[src/hdl/amc_pkg.sv]
// Purpose: Shared constants and types for the ADC mode, clock and oversampling registers.
// Assumes: Registers are 8 bits wide and addressed by a 4-bit register index.
// Notes:   Every offset, field position and register reset value lives here; the lookup tables are in the register block.
package amc_pkg;

    // Register indices on the serial register port.
    localparam logic [3:0] ADDR_MODE_CLOCK_BIAS = 4'h1;
    localparam logic [3:0] ADDR_PRESCALE_OSR    = 4'h2;

    // Reset values: guard bits set, everything else cleared; ratio code 0011.
    localparam logic [7:0] RST_MODE_CLOCK_BIAS  = 8'hC0;
    localparam logic [7:0] RST_PRESCALE_OSR     = 8'h0C;
    localparam logic [7:0] READ_UNMAPPED        = 8'h00;

    // Field positions in the first configuration register.
    localparam int GUARD_MSB = 7;
    localparam int GUARD_LSB = 6;
    localparam int CLKSEL_MSB = 5;
    localparam int CLKSEL_LSB = 4;
    localparam int BIAS_MSB = 3;
    localparam int BIAS_LSB = 2;
    localparam int MODE_MSB = 1;
    localparam int MODE_LSB = 0;

    // Field positions in the second configuration register.
    localparam int PRE_MSB = 7;
    localparam int PRE_LSB = 6;
    localparam int OSR_MSB = 5;
    localparam int OSR_LSB = 2;

    // Sensor bias currents in nanoamps.
    localparam logic [13:0] BIAS_NA_HIGH = 14'h3A98;  // 15 uA.
    localparam logic [13:0] BIAS_NA_MID  = 14'h0E74;  // 3.7 uA.
    localparam logic [13:0] BIAS_NA_LOW  = 14'h0384;  // 0.9 uA.
    localparam logic [13:0] BIAS_NA_OFF  = 14'h0000;

    // Operating mode field encodings.
    typedef enum logic [1:0] {
        MODE_SHUTDOWN_A = 2'b00,
        MODE_SHUTDOWN_B = 2'b01,
        MODE_STANDBY    = 2'b10,
        MODE_CONVERT    = 2'b11
    } amc_mode_t;

    // Clock source field encodings.
    typedef enum logic [1:0] {
        CLK_EXTERNAL_A  = 2'b00,
        CLK_EXTERNAL_B  = 2'b01,
        CLK_INTERNAL    = 2'b10,
        CLK_INTERNAL_OUT = 2'b11
    } amc_clksel_t;

    // Register port request.
    typedef struct packed {
        logic       wrEn;
        logic       rdEn;
        logic [3:0] addr;
        logic [7:0] wrData;
    } amc_req_t;

    // Decoded controls that leave the block.
    typedef struct packed {
        logic        convEn;
        logic        standby;
        logic        shutdown;
        logic        fullShutdown;
        logic        internalClock;
        logic [13:0] biasNanoAmp;
        logic [3:0]  prescaleDivisor;
        logic [16:0] oversamplingRatio;
    } amc_ctrl_t;

    // Whole state of the register block.
    typedef struct packed {
        logic [7:0] modeClockBiasConfig;
        logic [7:0] prescaleOversampleConfig;
        logic [2:0] divCnt;
        logic       analogMasterClockTick;
        logic       clkPinOut;
        logic       clkPinOe;
        logic [7:0] rdData;
        amc_ctrl_t  ctrl;
    } amc_state_t;

endpackage : amc_pkg

[src/hdl/amc_config_regs.sv]
// Purpose: Mode, clock-source, bias, prescaler and oversampling configuration registers.
// Assumes: Register requests arrive already deserialised from the serial port, one per cycle.
// Notes:   Outputs are registered; controls follow a write at the edge that takes it, the divider one edge later.
//
// Overview of operation
// - Guard bits are plain storage; full shutdown only when whole first register is zero.
// - Clock code 11 uses internal oscillator and drives the analog master clock tick stream on pin.
// - Clock code 10 uses internal oscillator and leaves the clock pin undriven.
// - Clock codes 01 and 00 take external clock from the pin; 00 at reset.
// - Bias code 11/10/01/00 gives 15, 3.7, 0.9 uA or no current.
// - Mode code 11 in bits 1-0 enables conversions.
// - Mode code 10 is standby with no conversions.
// - Mode codes 01 and 00 are shutdown; 00 at reset.
`timescale 1ns/100ps
module amc_config_regs (
    input  wire logic               clk,
    input  wire logic               rst_n,
    input  wire amc_pkg::amc_req_t  regReq,
    output logic [7:0]              regRdData,
    input  wire logic               clkPinIn,
    output logic                    clkPinOut,
    output logic                    clkPinOe,
    output logic                    analogMasterClockTick,
    output amc_pkg::amc_ctrl_t      ctrl
);

    amc_pkg::amc_state_t stateQ;
    amc_pkg::amc_state_t stateD;

    // Ratio lookup; codes between the documented end points follow the part's table.
    function automatic logic [16:0] osrOf(input logic [3:0] code);
        case (code)
            4'h0:    osrOf = 17'h00020;
            4'h1:    osrOf = 17'h00040;
            4'h2:    osrOf = 17'h00080;
            4'h3:    osrOf = 17'h00100;
            4'h4:    osrOf = 17'h00200;
            4'h5:    osrOf = 17'h00400;
            4'h6:    osrOf = 17'h00800;
            4'h7:    osrOf = 17'h01000;
            4'h8:    osrOf = 17'h02000;
            4'h9:    osrOf = 17'h04000;
            4'hA:    osrOf = 17'h05000;
            4'hB:    osrOf = 17'h06000;
            4'hC:    osrOf = 17'h0A000;
            4'hD:    osrOf = 17'h0C000;
            4'hE:    osrOf = 17'h14000;
            default: osrOf = 17'h18000;
        endcase
    endfunction : osrOf

    // Mask of low divider bits that must all be set for a tick.
    function automatic logic [2:0] preMask(input logic [1:0] code);
        case (code)
            2'b00:   preMask = 3'h0;
            2'b01:   preMask = 3'h1;
            2'b10:   preMask = 3'h3;
            default: preMask = 3'h7;
        endcase
    endfunction : preMask

    logic [7:0]  cfg0Next;
    logic [7:0]  cfg1Next;
    logic [1:0]  modeCode;
    logic [1:0]  clkCode;
    logic [1:0]  preCode;
    logic [2:0]  mask;

    // Next-state logic: register writes, decode of the new values, divider and read data.
    always_comb begin
        stateD   = stateQ;
        cfg0Next = stateQ.modeClockBiasConfig;
        cfg1Next = stateQ.prescaleOversampleConfig;
        // Unmapped addresses are ignored on write and read back as zero.
        if (regReq.wrEn && regReq.addr == amc_pkg::ADDR_MODE_CLOCK_BIAS) begin
            cfg0Next = regReq.wrData;
        end
        if (regReq.wrEn && regReq.addr == amc_pkg::ADDR_PRESCALE_OSR) begin
            cfg1Next = regReq.wrData;
        end
        stateD.modeClockBiasConfig      = cfg0Next;
        stateD.prescaleOversampleConfig = cfg1Next;
        if (regReq.rdEn) begin
            case (regReq.addr)
                amc_pkg::ADDR_MODE_CLOCK_BIAS: stateD.rdData = stateQ.modeClockBiasConfig;
                amc_pkg::ADDR_PRESCALE_OSR:    stateD.rdData = stateQ.prescaleOversampleConfig;
                default:                       stateD.rdData = amc_pkg::READ_UNMAPPED;
            endcase
        end

        modeCode = cfg0Next[amc_pkg::MODE_MSB:amc_pkg::MODE_LSB];
        clkCode  = cfg0Next[amc_pkg::CLKSEL_MSB:amc_pkg::CLKSEL_LSB];
        preCode  = cfg1Next[amc_pkg::PRE_MSB:amc_pkg::PRE_LSB];

        // Operating mode decode; both low codes mean shutdown.
        stateD.ctrl.convEn   = (modeCode == amc_pkg::MODE_CONVERT);
        stateD.ctrl.standby  = (modeCode == amc_pkg::MODE_STANDBY);
        stateD.ctrl.shutdown = !modeCode[1];
        // The guard bits only matter through this all-zero test.
        stateD.ctrl.fullShutdown = (cfg0Next == 8'h00);

        // Clock source: only the two high codes select the internal oscillator.
        stateD.ctrl.internalClock = clkCode[1];
        stateD.clkPinOe = (clkCode == amc_pkg::CLK_INTERNAL_OUT);

        case (cfg0Next[amc_pkg::BIAS_MSB:amc_pkg::BIAS_LSB])
            2'b11:   stateD.ctrl.biasNanoAmp = amc_pkg::BIAS_NA_HIGH;
            2'b10:   stateD.ctrl.biasNanoAmp = amc_pkg::BIAS_NA_MID;
            2'b01:   stateD.ctrl.biasNanoAmp = amc_pkg::BIAS_NA_LOW;
            default: stateD.ctrl.biasNanoAmp = amc_pkg::BIAS_NA_OFF;
        endcase

        stateD.ctrl.prescaleDivisor   = 4'h1 << preCode;
        stateD.ctrl.oversamplingRatio = osrOf(cfg1Next[amc_pkg::OSR_MSB:amc_pkg::OSR_LSB]);

        // Divider: a tick when all masked counter bits are set gives one pulse per period.
        // The pin carries the tick stream, so at divide-by-one it stays high; a trade for
        // keeping one clock domain instead of gating the master clock onto the pin.
        mask = preMask(stateQ.prescaleOversampleConfig[amc_pkg::PRE_MSB:amc_pkg::PRE_LSB]);
        stateD.divCnt = 3'(stateQ.divCnt + 3'h1);
        stateD.analogMasterClockTick = ((stateQ.divCnt & mask) == mask);
        stateD.clkPinOut = stateD.analogMasterClockTick && stateD.clkPinOe;
    end

    // State register with synchronous reset.
    always_ff @(posedge clk) begin
        if (!rst_n) begin
            stateQ <= '{modeClockBiasConfig:      amc_pkg::RST_MODE_CLOCK_BIAS,
                        prescaleOversampleConfig: amc_pkg::RST_PRESCALE_OSR,
                        ctrl: '{shutdown: 1'b1, prescaleDivisor: 4'h1,
                                oversamplingRatio: 17'h00100, default: '0},
                        default: '0};
        end else begin
            stateQ <= stateD;
        end
    end

    // Outputs straight from the state register.
    assign regRdData             = stateQ.rdData;
    assign clkPinOut             = stateQ.clkPinOut;
    assign clkPinOe              = stateQ.clkPinOe;
    assign analogMasterClockTick = stateQ.analogMasterClockTick;
    assign ctrl                  = stateQ.ctrl;

    // The external clock pin is only observed by the system clock tree outside this block.
    logic clkPinSeen;
    assign clkPinSeen = clkPinIn && !stateQ.ctrl.internalClock;
endmodule : amc_config_regs

[config.mk]
export PLATFORM = sky130hd
export DESIGN_NAME = amc_config_regs
export DESIGN_NICKNAME = d
export VERILOG_FILES = /design/src/hdl/amc_pkg.sv /design/src/hdl/amc_config_regs.sv
export SDC_FILE = /design/constraint.sdc
export NUM_CORES = 1
export LEC_CHECK = 0
export BUFFER_PORTS_ARGS = -buffer_cell sky130_fd_sc_hd__buf_2
export CAP_MARGIN = 30
export CORE_UTILIZATION = 52
export DETAILED_ROUTE_END_ITERATION = 6
export PLACE_DENSITY = 0.87
export RECOVER_POWER = 50
export REMOVE_ABC_BUFFERS = 1
export SETUP_SLACK_MARGIN = 0.3
export SLEW_MARGIN = 25
export SYNTH_ARGS = -nofsm -noshare
export SYNTH_HDL_FRONTEND = slang
export SYNTH_SLANG_ARGS = --single-unit
[constraint.sdc]
create_clock -name clk -period 2.7 [get_ports clk]
set_clock_uncertainty 0.15 [all_clocks]
set_input_delay 0.405 -clock clk [delete_from_list [all_inputs] [get_ports clk]]
set_output_delay 0.405 -clock clk [all_outputs]
set_load 0.1 [all_outputs]
Word level (Yosys, flattened, before mapping)
Memories as Yosys holds them, arrays and structs flattened. A register that Yosys moved wholly into a read port is not among the register bits.
Index checks and enable logic that the tools add are counted.

word-level totals
  memories = 1
  word-level logic and storage cells = 43
  flip-flop bits (word level) = 70
  output and inout bits = 51
  memory bits (read-only) = 192
  bits of input ports = 17

memories
  name             depth  width  rd ports  clocked after memory_dff  wr ports  RTL line               RTL
  (no name shown)  16     12     1         1                         0         amc_config_regs.sv:32  case (code)

cells by class
  add/sub/neg operators = 1
  mux-type cells = 5
  bitwise operators = 1
  equality and inequality tests = 11
  shift operators = 1
  reductions and logical operators = 7

operator list
  cell                                                  count
  one-hot mux 14 bit (3 select lines)                   1
  two-way mux 8 bit                                     2
  one-hot mux 8 bit (2 select lines)                    1
  equality test 2 bit (second input constant)           6
  one-hot mux 3 bit (3 select lines)                    1
  zero test 8 bit                                       1
  equality test 2 x 1 -> 1 bit (second input constant)  2
  equality test 4 x 1 -> 1 bit (second input constant)  1
  equality test 4 x 2 -> 1 bit (second input constant)  1
  left shift 1 x 2 -> 4 bit (first input constant)      1
  adder 3 x 1 -> 3 bit (second input constant)          1
  AND 3 bit                                             1
  equality test 3 bit                                   1
  logical AND 1 bit                                     3
  zero test 1 bit                                       2
  zero test 2 bit                                       1

Longest topological paths before layout
  depth after elaboration = 5
  mapped depth = 8
  mapped depth without buffers = 7

Worst setup path after synthesis
No wires, ideal clock.

  kind = in2reg
  start point = in regReq[11] (netlist bit)
  end point = reg, netlist name ctrl[14]
  path slack = 511 ps
  arrival = 1960 ps
  stages on the path = 7
  path buffers = 0
  required time = 2471 ps
  setup time = 79 ps
  cells stage by stage = nor3b_4 -> nand2_4 -> mux2i_1 -> inv_1 -> ha_1 -> a21boi_1 -> a211oi_2

on the way
  longest elaborated chain between the ends = 3

ends and longest elaborated chain
  element                       RTL line               RTL
  start, declared               amc_config_regs.sv:18  input wire amc_pkg::amc_req_t regReq,
  equality test 4 x 2 -> 1 bit  amc_config_regs.sv:78  if (regReq.wrEn && regReq.addr == amc_pkg::ADDR_PRESCALE_OSR) begin
  logical AND 1 bit             amc_config_regs.sv:78
  two-way mux 8 bit             amc_config_regs.sv:78
  via cfg1Next[3]               amc_config_regs.sv:63  logic [7:0] cfg1Next;

The timed path passes the listed nets, and every way through them passes these cells.
A chain may end at the register's enable or synchronous reset.

Worst setup path after layout
  start point = in regReq[9] (netlist bit)
  end point = reg, netlist name ctrl[14]

on the way
  longest elaborated chain between the ends = 3

ends and longest elaborated chain
  element                       RTL line
  equality test 4 x 2 -> 1 bit  amc_config_regs.sv:78
  logical AND 1 bit             amc_config_regs.sv:78
  two-way mux 8 bit             amc_config_regs.sv:78

Every way passes these cells.

==> metrics.cfg <==
[cts]
cts.sinks = 57
cts_hold_buf = 0
cts_buffer_depth = 2
cts_inserted_buffers = 9
cts_tree = built
post_cts_resized = 0
cts-root-buf = clkbuf_8
clk_pin_slew_ns = 0.06
postCtsSetupRepairBufs = 0
clock_latency_ns = 0.33
htreeDepth = 3

[sta]
rsz0062_at_grt = false
finalCriticalPeriod_ns = 2.153
maxSlewViolCount = 0
fin_ws_ns = 0.5473
max_clock_freq_mhz = 464.5
setup_tns_ns = 0
period_share = 0.7973
hold_viol = 0
setup_violations = 0
tightestPinTransition_ns = 1.170
relSlewSlack = 0.2235

[final_layout]
nNetsFinal = 330
final_common_cell = dfxtp_1
n_antenna_cell = 0
final_area_um2 = 2825
final_cell_mix = 57 x dfxtp_1, 42 x buf_2, 21 x clkbuf_1, 15 x inv_1, 15 x nor2_1
drive_gt1_frac = 0.2484
instances_no_fill = 373
area_growth_pct = 6.159
n_fill_cell = 442

[setup_path]
cp_max_fo = 14
cpPeakStageDelay_ns = 0.57
end_kind = register
critPathKind = input pin to register
cp_data_arrival_time_ns = 2.26
cp_top_family = simple AND/OR/NAND/NOR gates
path_cells = clkbuf_1 -> nor2b_1 -> clkbuf_1 -> nand3_1 -> and2_0 -> a211oi_2
crit_start = regReq[9]
path_common_cell = clkbuf_1
startpoint_type = input pin
critical_path_required_ns = 2.80
crit_buf_inv = 2
r2r-start = stateQ[64]
crit_path_top_delay_cell = clkbuf_1

[floorplanning]
core_um2 = 4817
die-area_um2 = 5408
die_w_um = 73.54
initial_core_util = 0.5525
row_count = 25
io_pins = 68
die_h_um = 73.54

[synth]
synth_seq_area_share = 0.4288
ys_warn_count = 0
syn-mean-instance-area_um2 = 9.539
synth-seq-cells = 57
synth_cell_types = 52
syn_inst = 279
synth_area_um2 = 2661

[grt]
globalRouteMet3Util = 0.05487
grt_usage = 0.2015
use_met1 = 0.2339
grt_pass1_vias = 1736
grt_max_degree = 20
busiest_layer = met2
grtUsageMet2 = 0.3160
antenna_found_initial = 0
grt_pass1_wl_mm = 7.879
grt-ovfl-total = 0

[outcome]
outcome = completed

[placed_design]
dp_hpwl_mm = 3.648
placed_area_um2 = 2686
dp_slack_ns = 0.3601
port_buffers = 59
place_inst = 358
gp_congestion = 0.8947

[routing]
ant_nets = 0
drt_pass1_iterations = 5
detail_route.wl_per_cell_um = 13.87
avgViaCountPerCell = 5.088
postRouteWirelength_mm = 5.175
vias = 1898
drtIter0Drc = 189
drc = 0

[power]
ir_drop_uv = 328.4
p_leak_nw = 1.293
powerDensity_nw_per_um2 = 619.6
p_total_mw = 1.751

[worst_hold_path]
hp-class = input pin to register
min_from = regReq[1]

[flow_run]
drv_cap = 0

[cells by family (layout without fill, tap and decap cells)]
family	after synthesis	after routing	share of synthesized area
other	1	7	0.001409
buffers and inverters	74	95	0.1796
muxes	7	7	0.02821
DFF	57	57	0.4288
xor gates and xnor gates	1	1	0.003292
adders and majority gates	11	11	0.05172
and+or+nand+nor	84	84	0.1857
AOI/OAI and AO/OA	44	44	0.1213
[report_power, final]
part | internal, mW | switching, mW
sequential | 0.854 | 0.00684
combinational | 0.0359 | 0.145
clock | 0.401 | 0.308
[routing by layer]
metal  wire length (µm)  vias to the layer above
li1                   -                      919
met1               2175                      878
met2               2458                       84
met3                334                       17
met4                206                        0
met5                  0                        -
[layout make-up]
cell class	instances	area, µm²	area share
Clock buffer	13	168.9	0.05979
Clock inverter	2	12.51	0.004429
Inverter	15	56.30	0.01993
Multi-Input combinational cell	154	1055	0.3733
Sequential cell	57	1141	0.4039
Tap cell	67	83.83	0.02967
Timing Repair Buffer	65	307.8	0.1089
[synth_stat cells, drive strengths merged]
master | n | share of area
a211oi | 2 | 0.0094
a21bo | 1 | 0.0038
a21boi | 1 | 0.0028
a21o | 3 | 0.0089
a21oi | 9 | 0.018
a22oi | 8 | 0.023
a2bb2oi | 2 | 0.0066
a32o | 1 | 0.0038
and2 | 17 | 0.041
and2b | 1 | 0.0028
and3 | 3 | 0.0071
and4 | 1 | 0.0033
buf | 53 | 0.15
clkbuf | 6 | 0.0089
conb | 1 | 0.0014
dfxtp | 57 | 0.43
ha | 11 | 0.052
inv | 15 | 0.021
mux2 | 1 | 0.0056
mux2i | 6 | 0.023
nand2 | 13 | 0.022
nand2b | 3 | 0.0071
nand3 | 13 | 0.026
nand4 | 1 | 0.0024
nand4b | 2 | 0.0066
nor2 | 16 | 0.025
nor2b | 4 | 0.0094
nor3 | 5 | 0.015
nor3b | 1 | 0.0071
o21a | 1 | 0.0033
o21ai | 8 | 0.021
o22ai | 5 | 0.012
o2bb2ai | 2 | 0.0066
o31ai | 1 | 0.0028
or2 | 2 | 0.0047
or3 | 1 | 0.0024
or3b | 1 | 0.0033
xnor2 | 1 | 0.0033
[per-stage QoR]
step                      hold WS [ns]  utilization
after floorplan                 0.2519            -
after global placement          0.2691       0.5577
after detailed placement        0.2820       0.5577
after CTS                       0.1824       0.5953
after global routing            0.2091       0.5865
final                           0.2026       0.5865
[registers in the layout (all words and copies together) (netlist names)]
register	flops
clkPinOut	1
clkPinOe	1
ctrl	27
regRdData	8
stateQ	19
analogMasterClockTick	1
[path summary, 6_finish.rpt]
check | end | slack (ns) | cells after the start
setup reg to reg | ctrl[28] | 1.04 | 5
hold / removal | stateQ[55] | 0.20 | 3
hold reg to reg | stateQ[51] | 0.29 | 1
setup / recovery | ctrl[14] | 0.55 | 6
[worst reg2reg max path, delay by kind of cell (launching register included)]
family | cells | cell delay (ns)
buf+inv | 1 | 0.13
flops | 1 | 0.32
fa+ha+maj | 1 | 0.21
mux | 1 | 0.31
simple gates | 2 | 0.44
No activity file was read; power rests on OpenSTA's default activity.
